$ cat src/rtl/emf_pkg.sv
// Constants and types shared by the external-match forwarding decision.
// Assumes a ten-port switch with a byte-wide internal register space.
package emf_pkg;
  localparam int unsigned NUM_PORTS = 10;
  localparam int unsigned CODE_W = 4;
  localparam int unsigned ADDR_W = 16;

  // Register byte addresses
  localparam logic [15:0] PORT_CTRL_BASE = 16'h0080;
  localparam logic [15:0] PORT_CTRL_LAST = 16'h0093;
  localparam logic [15:0] VLAN_BASE = 16'h00b8;
  localparam logic [15:0] VLAN_LAST = 16'h00cb;
  localparam logic [15:0] FEATURE_CONFIG_ADDR = 16'h00d0;

  // Field positions
  localparam int unsigned NO_LEARN_BIT = 3;
  localparam int unsigned EXT_MATCH_ENABLE_BIT = 0;
  localparam int unsigned LEARNING_LIMIT_BIT = 1;
  localparam int unsigned UNMATCHED_VLAN_BIT = 2;
  localparam int unsigned VLAN_HIGH_BITS = 2;

  // Reset values
  localparam logic [7:0] FEATURE_CONFIG_RESET = 8'h00;
  localparam logic [9:0] VLAN_RESET = 10'h3ff;

  // Single-port codes
  localparam logic [3:0] LAST_PORT_CODE = 4'h9;
  localparam logic [3:0] BCAST_CODE = 4'hf;
  localparam logic [9:0] PORT00_MAP = 10'h001;
  localparam logic [9:0] EMPTY_MAP = 10'h000;
  localparam logic [3:0] PORT00_NUM = 4'h0;

  typedef struct packed {
    logic [NUM_PORTS-1:0] map;
    logic bcast;
    logic discard;
  } emf_decision_t;

  typedef struct packed {
    logic ext_match_mode_select;
    logic ext_match_single_flag;
    logic [NUM_PORTS-1:0] ext_port_bitmap;
  } emf_ext_code_t;
endpackage

$ cat src/rtl/emf_forward_decision.sv
// Forwarding decision from the external address match code and VLAN maps.
// Assumes frame_start arrives on sys_clk at least two cycles after the
// external code pins are stable, and frame_queued marks the end of queueing.
// Functional notes
// - Single-port codes 0-9 select port, 15 broadcasts
// - Mode and single flag high: use internal match
// - Bitmap mode all zeros discards the frame
// - Bitmap mode: each input marks one destination
// - Bitmap codes go through broadcast mechanism
// - Unmatched frames follow any non-noop external code
// - Unmatched noop, vlan mode: receive VLAN, or discard on port 00 with learning limit and no-learn
// - Unmatched noop, default: port 00 or discard
// - One VLAN group register per port
// - Broadcast limited to receiving port VLAN group
// - External engine supplies VLAN set in bitmap
// - Port_vlan_group_map at 00B8-00CB, two bytes
// - External code used only when enable set
// - Port no-learn bit disables internal matching
`timescale 1ns/1ps
`default_nettype none
module emf_forward_decision (
  input wire logic sys_clk,
  input wire logic reset_n,
  input wire logic ext_match_mode_select,
  input wire logic ext_match_single_flag,
  input wire logic [9:0] ext_port_bitmap,
  input wire logic frame_start,
  input wire logic [3:0] rx_port,
  input wire logic da_matched,
  input wire logic [9:0] internal_dest_map,
  input wire logic is_bcast_mcast,
  input wire logic frame_queued,
  input wire logic [15:0] reg_addr,
  input wire logic reg_wr,
  input wire logic reg_rd,
  input wire logic [7:0] reg_wdata,
  output logic [7:0] reg_rdata,
  output emf_pkg::emf_decision_t decision,
  output logic decision_valid,
  output logic decision_busy,
  output logic [9:0] learn_disable
);
  typedef enum logic [1:0] {
    EMF_IDLE = 2'b01,
    EMF_HOLD = 2'b10
  } emf_state_t;

  emf_state_t state_q;
  emf_pkg::emf_ext_code_t sync1_q;
  emf_pkg::emf_ext_code_t sync2_q;
  emf_pkg::emf_ext_code_t pins;
  emf_pkg::emf_decision_t decision_d;
  logic [7:0] feature_q;
  logic [7:0] port_ctrl_q [emf_pkg::NUM_PORTS];
  logic [9:0] vlan_q [emf_pkg::NUM_PORTS];
  logic [7:0] rdata_d;
  logic [9:0] rx_vlan;
  logic rx_no_learn;
  logic port00_no_learn;
  logic noop;
  logic ll;

  // Port index of a two-byte register pair; address bit 0 picks the byte
  function automatic logic [3:0] emf_pair_index(input logic [15:0] addr,
                                                input logic [15:0] base);
    logic [15:0] off;
    off = addr - base;
    return off[4:1];
  endfunction

  function automatic logic emf_in_range(input logic [15:0] addr, input logic [15:0] lo,
                                        input logic [15:0] hi);
    return (addr >= lo) && (addr <= hi);
  endfunction

  function automatic logic [9:0] emf_port_bit(input logic [3:0] num);
    return emf_pkg::PORT00_MAP << num;
  endfunction

  // Code pins come from another chip; two flops before any use
  assign pins.ext_match_mode_select = ext_match_mode_select;
  assign pins.ext_match_single_flag = ext_match_single_flag;
  assign pins.ext_port_bitmap = ext_port_bitmap;

  always_ff @(posedge sys_clk or negedge reset_n) begin
    if (!reset_n) begin
      sync1_q <= '0;
      sync2_q <= '0;
    end else begin
      sync1_q <= pins;
      sync2_q <= sync1_q;
    end
  end

  // no-learn bits held in port control
  always_ff @(posedge sys_clk or negedge reset_n) begin
    if (!reset_n) begin
      feature_q <= emf_pkg::FEATURE_CONFIG_RESET;
      for (int i = 0; i < emf_pkg::NUM_PORTS; i++) begin
        port_ctrl_q[i] <= '0;
        vlan_q[i] <= emf_pkg::VLAN_RESET;
      end
    end else if (reg_wr) begin
      if (reg_addr == emf_pkg::FEATURE_CONFIG_ADDR) begin
        feature_q <= reg_wdata;
      end
      if (emf_in_range(reg_addr, emf_pkg::PORT_CTRL_BASE, emf_pkg::PORT_CTRL_LAST) &&
          !reg_addr[0]) begin
        port_ctrl_q[emf_pair_index(reg_addr, emf_pkg::PORT_CTRL_BASE)] <= reg_wdata;
      end
      if (emf_in_range(reg_addr, emf_pkg::VLAN_BASE, emf_pkg::VLAN_LAST)) begin
        if (reg_addr[0]) begin
          vlan_q[emf_pair_index(reg_addr, emf_pkg::VLAN_BASE)][9:8] <=
            reg_wdata[emf_pkg::VLAN_HIGH_BITS-1:0];
        end else begin
          vlan_q[emf_pair_index(reg_addr, emf_pkg::VLAN_BASE)][7:0] <= reg_wdata;
        end
      end
    end
  end

  // Read mux; unmapped bytes and unused high bits read as zero
  always_comb begin
    rdata_d = '0;
    if (reg_addr == emf_pkg::FEATURE_CONFIG_ADDR) begin
      rdata_d = feature_q;
    end else if (emf_in_range(reg_addr, emf_pkg::PORT_CTRL_BASE,
                              emf_pkg::PORT_CTRL_LAST)) begin
      if (!reg_addr[0]) begin
        rdata_d = port_ctrl_q[emf_pair_index(reg_addr, emf_pkg::PORT_CTRL_BASE)];
      end
    end else if (emf_in_range(reg_addr, emf_pkg::VLAN_BASE, emf_pkg::VLAN_LAST)) begin
      if (reg_addr[0]) begin
        rdata_d = {6'h00, vlan_q[emf_pair_index(reg_addr, emf_pkg::VLAN_BASE)][9:8]};
      end else begin
        rdata_d = vlan_q[emf_pair_index(reg_addr, emf_pkg::VLAN_BASE)][7:0];
      end
    end
  end

  always_ff @(posedge sys_clk or negedge reset_n) begin
    if (!reset_n) begin
      reg_rdata <= '0;
    end else if (reg_rd) begin
      reg_rdata <= rdata_d;
    end
  end

  // Guard rx_port beyond 9 so the arrays are never indexed out of range
  assign rx_vlan = (rx_port > emf_pkg::LAST_PORT_CODE) ? emf_pkg::EMPTY_MAP :
                   vlan_q[rx_port];
  assign rx_no_learn = (rx_port > emf_pkg::LAST_PORT_CODE) ? 1'b0 :
                       port_ctrl_q[rx_port][emf_pkg::NO_LEARN_BIT];
  assign port00_no_learn = port_ctrl_q[emf_pkg::PORT00_NUM][emf_pkg::NO_LEARN_BIT];
  assign ll = feature_q[emf_pkg::LEARNING_LIMIT_BIT];
  // mode and single flag high abstain
  assign noop = !feature_q[emf_pkg::EXT_MATCH_ENABLE_BIT] ||
                (sync2_q.ext_match_mode_select && sync2_q.ext_match_single_flag);

  // Decision for the frame starting now; external code outranks internal match
  always_comb begin
    decision_d = '0;
    if (!noop && sync2_q.ext_match_mode_select) begin
      if (sync2_q.ext_port_bitmap[3:0] <= emf_pkg::LAST_PORT_CODE) begin
        decision_d.map = emf_port_bit(sync2_q.ext_port_bitmap[3:0]);
      end else if (sync2_q.ext_port_bitmap[3:0] == emf_pkg::BCAST_CODE) begin
        decision_d.map = rx_vlan;
        decision_d.bcast = 1'b1;
      end else begin
        decision_d.discard = 1'b1;
      end
    end else if (!noop) begin
      if (sync2_q.ext_port_bitmap == emf_pkg::EMPTY_MAP) begin
        decision_d.discard = 1'b1;
      end else begin
        decision_d.map = sync2_q.ext_port_bitmap;
        decision_d.bcast = 1'b1;
      end
    end else if (da_matched && !rx_no_learn) begin
      if (is_bcast_mcast) begin
        decision_d.map = internal_dest_map & rx_vlan;
        decision_d.bcast = 1'b1;
      end else begin
        decision_d.map = internal_dest_map;
      end
    end else if (feature_q[emf_pkg::UNMATCHED_VLAN_BIT]) begin
      if (rx_port == emf_pkg::PORT00_NUM && ll && port00_no_learn) begin
        decision_d.discard = 1'b1;
      end else begin
        decision_d.map = rx_vlan;
        decision_d.bcast = 1'b1;
      end
    end else begin
      if (rx_port == emf_pkg::PORT00_NUM || (ll && !port00_no_learn)) begin
        decision_d.discard = 1'b1;
      end else begin
        decision_d.map = emf_pkg::PORT00_MAP;
      end
    end
    // A mask that leaves no port is a discard
    if (!decision_d.discard && decision_d.map == emf_pkg::EMPTY_MAP) begin
      decision_d.discard = 1'b1;
      decision_d.bcast = 1'b0;
    end
  end

  always_ff @(posedge sys_clk or negedge reset_n) begin
    if (!reset_n) begin
      state_q <= EMF_IDLE;
      decision <= '0;
      decision_valid <= 1'b0;
      decision_busy <= 1'b0;
    end else begin
      decision_valid <= 1'b0;
      case (state_q)
        EMF_IDLE: begin
          if (frame_start) begin
            decision <= decision_d;
            decision_valid <= 1'b1;
            decision_busy <= 1'b1;
            state_q <= EMF_HOLD;
          end
        end
        EMF_HOLD: begin
          if (frame_queued) begin
            decision_busy <= 1'b0;
            state_q <= EMF_IDLE;
          end
        end
        default: begin
          decision_busy <= 1'b0;
          state_q <= EMF_IDLE;
        end
      endcase
    end
  end

  // No-learn bits exported to the internal address registers
  always_ff @(posedge sys_clk or negedge reset_n) begin
    if (!reset_n) begin
      learn_disable <= '0;
    end else begin
      for (int i = 0; i < emf_pkg::NUM_PORTS; i++) begin
        learn_disable[i] <= port_ctrl_q[i][emf_pkg::NO_LEARN_BIT];
      end
    end
  end
endmodule
`default_nettype wire

$ cat config.mk
export PLATFORM = sky130hd
export DESIGN_NAME = emf_forward_decision
export DESIGN_NICKNAME = d
export VERILOG_FILES = /design/src/rtl/emf_pkg.sv /design/src/rtl/emf_forward_decision.sv
export SDC_FILE = /design/constraint.sdc
export NUM_CORES = 1
export LEC_CHECK = 0
export BUFFER_PORTS_ARGS = -buffer_cell sky130_fd_sc_hd__buf_2
export CAP_MARGIN = 20
export CORE_MARGIN = 5
export CORE_UTILIZATION = 50
export DETAILED_ROUTE_END_ITERATION = 12
export GPL_TIMING_DRIVEN = 1
export PLACE_DENSITY = 0.68
export SYNTH_ARGS = -nofsm -noshare
export SYNTH_HDL_FRONTEND = slang
export SYNTH_SLANG_ARGS = --single-unit
$ cat constraint.sdc
create_clock -name sys_clk -period 4.2 [get_ports sys_clk]
set_input_delay 0.63 -clock sys_clk [delete_from_list [all_inputs] [get_ports sys_clk]]
set_output_delay 0.63 -clock sys_clk [all_outputs]
set_load 0.01 [all_outputs]
# Yosys cells after proc, flatten, opt, wreduce, memory -nomap -nowiden
# Index checks and enable logic that the tools add are counted.
# W data, S select, Z words.
# word_totals
output_inout_bits	32
input_bits	58
register_bits	246
# op_classes
addsub	2
bitwise	4
n_shift	1
muxes	57
order_cmp	11
reduce_logical	28
eq_ne	6
# op_table
operator	n
$bwmux W100	2
$mux W100	1
$mux W10	9
$bmux W10 S4	2
$bwmux W80	1
$demux W10 S4	2
$mux W8	9
$bmux W8 S4	2
$mux W11	4
$demux W8 S4	1
$ge A16 B8 Y1 const B	2
$le A16 B8 Y1 const B	2
$mux W12	2
$logic_not A10 Y1	2
$eq A16 B8 Y1 const B	1
$ge A5 B5 Y1 const B	3
$not A4 Y5	3
$mux W1	14
$logic_and A1 B1 Y1	12
$and A10 B10 Y10	1
$lt A5 B1 Y1 const B	2
$reduce_and A2 Y1	5
$shl A1 B4 Y10 const A	1
$mux W2	4
other kinds (14)	22

# Longest topological paths before layout
# logic_depth
word_depth	13
mapped_depth	12

# Worst setup path after synthesis
# OpenSTA, ideal clock, no wires.
# synth_timing
kind	input -> register
startpoint	in reg_addr[14]
endpoint	reg port_ctrl_q[10] (netlist name)
arrival_ps	2833
path_slack_ps	1242
cell_stages	9
required_time_ps	4075
path_buffers	2
path_cell_list	nor4b_1 -> nand3_1 -> or3_1 -> a311oi_2 -> and2_1 -> buf_6 -> and3_1 -> buf_4 -> mux2_2
# synth_via
elab_chain_len	4
# synth_rtl
item	line	text
start: declaration	emf_forward_decision.sv:33	input wire logic [15:0] reg_addr,
$ge A16 B8 Y1 / $le A16 B8 Y1 (equally long branches)	emf_forward_decision.sv:73	return (addr >= lo) && (addr <= hi);
$logic_and A1 B1 Y1 (*)	emf_forward_decision.sv:73	
$logic_and A1 B1 Y1 (*)	emf_forward_decision.sv:107	if (emf_in_range(reg_addr, emf_pkg::PORT_CTRL_BASE, emf_pkg::PORT_CTRL_LAST) &&
$reduce_and A2 Y1 (no source line) (*)	-	
end signal: indexed assignment	emf_forward_decision.sv:109	port_ctrl_q[emf_pair_index(reg_addr, emf_pkg::PORT_CTRL_BASE)] <= reg_wdata;
end: declaration	emf_forward_decision.sv:54	logic [7:0] port_ctrl_q [emf_pkg::NUM_PORTS];
# Every way passes the cells marked *; elsewhere a longest branch is shown, timed or not.
# A chain may end at the register's enable or synchronous reset.

# Worst setup path after layout
# layout_timing
startpoint	in rx_port[0]
endpoint	reg decision[1] (netlist name)
# layout_via
elab_chain_len	13
# layout_rtl
item	line	text
start: declaration	emf_forward_decision.sv:28	input wire logic [3:0] rx_port,
$not A4 Y5 (not written as such)	emf_forward_decision.sv:151, emf_forward_decision.sv:153	
$bmux W10 S4 / $bmux W8 S4 (equally long branches)	emf_forward_decision.sv:151, emf_forward_decision.sv:153	
$mux W10 (not written as such) / $mux W4 (equally long branches) (2 in series)	emf_forward_decision.sv:151, emf_forward_decision.sv:153	
$mux W10 / $mux W1 (equally long branches)	emf_forward_decision.sv:150, emf_forward_decision.sv:152	
$mux W11 (tied with other cells)	emf_forward_decision.sv:187	if (rx_port == emf_pkg::PORT00_NUM && ll && port00_no_learn) begin
$mux W10 (tied with other cells)	emf_forward_decision.sv:186	end else if (feature_q[emf_pkg::UNMATCHED_VLAN_BIT]) begin
$mux W11 / $mux W1 (equally long branches)	emf_forward_decision.sv:179	end else if (da_matched && !rx_no_learn) begin
$mux W12	emf_forward_decision.sv:172	end else if (!noop) begin
$mux W12 (*)	emf_forward_decision.sv:163	if (!noop && sync2_q.ext_match_mode_select) begin
$logic_not A10 Y1 / $logic_not A1 Y1 (equally long branches)	emf_forward_decision.sv:201	if (!decision_d.discard && decision_d.map == emf_pkg::EMPTY_MAP) begin
$logic_and A1 B1 Y1	emf_forward_decision.sv:201	
$mux W2 (*)	emf_forward_decision.sv:201	
end signal: assignment	emf_forward_decision.sv:218	decision <= decision_d;
end: declaration	emf_forward_decision.sv:38	output emf_pkg::emf_decision_t decision,
# Every way passes the cells marked *; elsewhere a longest branch is shown, timed or not. The select of a mux whose other input is x is not followed.

==> results.yml <==
status:
  status: "completed"
worst_setup_path:
  cp_cell_sequence: "buf_2 -> buf_4 -> mux4_2 -> nor2b_1 -> nor3_1 -> nand2_1 -> a311oi_1 -> nand3_1 -> nor3_2 -> a221oi_1"
  path_max_fanout: 15
  cp.required_ps: 4590
  slowest_stage: "mux4_2"
  cp-start-kind: "primary input"
  critical-path-max-stage-delay_ps: 530
  end_kind: "register"
  arrival_ps: 3450
  crit_type: "primary input to register"
clocking:
  postCtsSetupRepairBufs: 0
  cts_hold_buf: 0
  cts_tree: "built"
  cts_buffers: 26
  cts-resized-gates: 0
  clockBufferDepth: 3
  path_clk_slew_ps: 60
  clock-sinks: 245
  clkLatencyLatePin_ps: 540
  cts_root_buf: "clkbuf_16"
  cts_max_level: 1
logic_synthesis:
  synth_adder_area_share_pct: 0.405
  yosysMostFrequentCell: "mux2_2"
  synth_xor_xnor_area_share_pct: 0
  synthSimpleGateAreaFrac_pct: 7.78
  synth.yosys.seq_area_share_pct: 50.6
  synth_compound_area_share_pct: 7.26
  ys_seq_elements: 245
  synth.distinct_cells: 72
  synth.largest_area_cell: "dfrtp_1"
  synthMuxAreaShare_pct: 30.8
  synth_edf_count: 0
  syn-instance-count: 931
  synth_top_area_share_pct: 29.1
  synth_flop_cell: "dfrtp_1"
  synth_top_family_by_area: "multiplexers"
  synthesis.nets: 993
  yosys-top-cells-area: "dfrtp_1 29%, dfstp_2 21%, mux2_2 17%"
  synth_area_sq_um: 12400
  synthTopCellsByCount: "189 x mux2_2, 144 x dfrtp_1, 101 x dfstp_2"
  syn_avg_cell_area_sq_um: 13.3
  synth_async_sr_flop_share_pct: 100
  ys_warn_count: 0
placed_design:
  portBuffers: 89
  hpwl_um: 21100
  place_congestion: 0.897
power:
  swShare_pct: 24.6
  pwr-share-clk_pct: 44.1
  finalPower_mw: 5.12
  p_int_mw: 3.86
  netSwitchingPower_mw: 1.26
  powerDensity_nw_per_um2: 369
  power.leakage_nw: 6.13
  ir_drop_mv: 0.277
  seqPwrFrac_pct: 47.9
  comb_power_share_pct: 7.9
timing:
  fmax_ghz: 0.327
  hold_viol: 0
  drv_slew: 0
  timing.final.crit_period_ps: 3060
  rsz0062_at_grt: "no"
  hold_ws_ps: 139
  period_share_pct: 72.8
  tightest_slew_ps: 971
  skew_ps: 9.91
  slew_headroom_pct: 35.3
  setup_viol: 0
  tns_ps: 0
drt:
  routed_wl_um: 30500
  drc: 0
  wl_per_cell_um: 22.7
  drt-pass1-iter-count: 5
  drt-initial-drc-count: 528
  vias_per_cell: 6.03
  vias: 8083
  ant_nets: 0
grt:
  grt_pass1_wl_um: 49400
  grt_pass1_vias: 8483
  grt_overflow: 0
  grt_use_total_pct: 21.8
  grt_max_degree: 127
  antenna_found_initial: 0
floorplanning:
  num_io_pins: 90
  initial_core_util_pct: 50.9
  die_area_sq_um: 28000
  core_sq_um: 24300
  fp.dieH_um: 167
  die-width_um: 167
  fp-row-count: 57
cells_and_area:
  layout-area-overhead-vs-synth_pct: 12.3
  fin_nets: 1058
  fillers: 2001
  layout-drive-gt1-share_pct: 50.4
  diodes: 0
hold_path:
  worstHoldPathType: "primary input to asynchronous set/reset pin"
job:
  cap_viol_max_count: 0
==> routing by layer <==
metal  up-vias  wire length [um]  track usage, %
met1      4193             13400            31.0
li1       3626                 -               -
met3        53              1490            3.04
met4         0               662            4.90
met5         -                 0               0
met2       211             14900            35.9
==> worst max-delay path, delay by kind of cell <==
family	cells	cell delay, ps
mux	1	530
compound gates	2	510
buf+inv	2	750
simple gates	5	1020
==> layout make-up <==
| type | count | area, sq um | area share (%) |
|---|---|---|---|
| inverter | 21 | 78.8 | 0.568 |
| sequential | 245 | 6260 | 45.0 |
| multi-input combinational | 599 | 5720 | 41.2 |
| clock buffer | 33 | 697 | 5.02 |
| timing repair buffer | 103 | 576 | 4.14 |
| clock inverter | 15 | 151 | 1.09 |
| tap | 324 | 405 | 2.92 |
==> worst paths after layout <==
check                                       end  slack [ps]                from  depth (start not counted)
worst max-delay path                decision[1]        1140          rx_port[0]                         10
worst max register to register      decision[1]        1440         sync2_q[11]                          8
worst min register to register       sync2_q[4]         350          sync1_q[4]                          0
max in group asynchronous            vlan_q[62]        2930             reset_n                          2
min in group sys_clk                 sync1_q[7]         190  ext_port_bitmap[7]                          1
worst min-delay path            port_ctrl_q[32]         140             reset_n                          1
==> cells in the final DEF, fill, tap and decap left out, types with 6 or more instances in the layout <==
cell | netlist | layout
o22ai_1 | 22 | 22
nor2_1 | 44 | 44
nand3b_1 | 6 | 6
nor2_2 | 6 | 6
clkbuf_16 | 0 | 26
nand2_1 | 37 | 37
a311oi_1 | 7 | 7
inv_1 | 20 | 20
dfrtp_1 | 144 | 144
nor2b_1 | 8 | 8
nand3_1 | 19 | 19
buf_2 | 16 | 87
nand2b_1 | 11 | 11
a221oi_1 | 7 | 7
a21oi_1 | 24 | 24
mux2_2 | 189 | 189
o21ai_0 | 16 | 16
mux4_2 | 47 | 47
buf_4 | 3 | 14
mux2i_1 | 60 | 60
dfstp_2 | 101 | 101
clkinv_2 | 0 | 10
a22oi_1 | 7 | 7
==> sequential cells by signal (all words and copies together) (netlist names) <==
register,flops
vlan_q,100
decision_busy,1
reg_rdata,8
port_ctrl_q,79
sync1_q,12
feature_q,8
sync2_q,12
decision,12
decision_valid,1
learn_disable,10
state_q,1
port00_no_learn,1
==> power by group through the flow <==
stage                     logic [mW]  clock network (mW)  registers (mW)
after floorplan                0.209                   0            2.50
after global placement         0.409                   0            2.49
after detailed placement       0.412                   0            2.49
after CTS                      0.412                2.31            2.46
after global routing           0.450                2.41            2.46
final                          0.407                2.26            2.46
==> cell families after synthesis <==
family | count (synthesis)
and+or+nand+nor | 172
adders and majority gates | 4
buffers and inverters | 87
DFF | 245
muxes | 297
AOI/OAI and AO/OA | 126
==> through the flow <==
| stage | area (sq um) | worst slack [ps] | util [%] | cells |
|---|---|---|---|---|
| detailed placement | 13000 | 517 | 53.6 | 1292 |
| global placement | 13000 | 521 | 53.6 | 1292 |
| floorplan | 12400 | 1240 | - | 931 |
| global route | 13900 | 923 | 57.1 | 1340 |
| finish | 13900 | 1140 | 57.1 | 1340 |
| CTS | 13900 | 1090 | 57.1 | 1340 |
(Power assumes the default switching activity.)
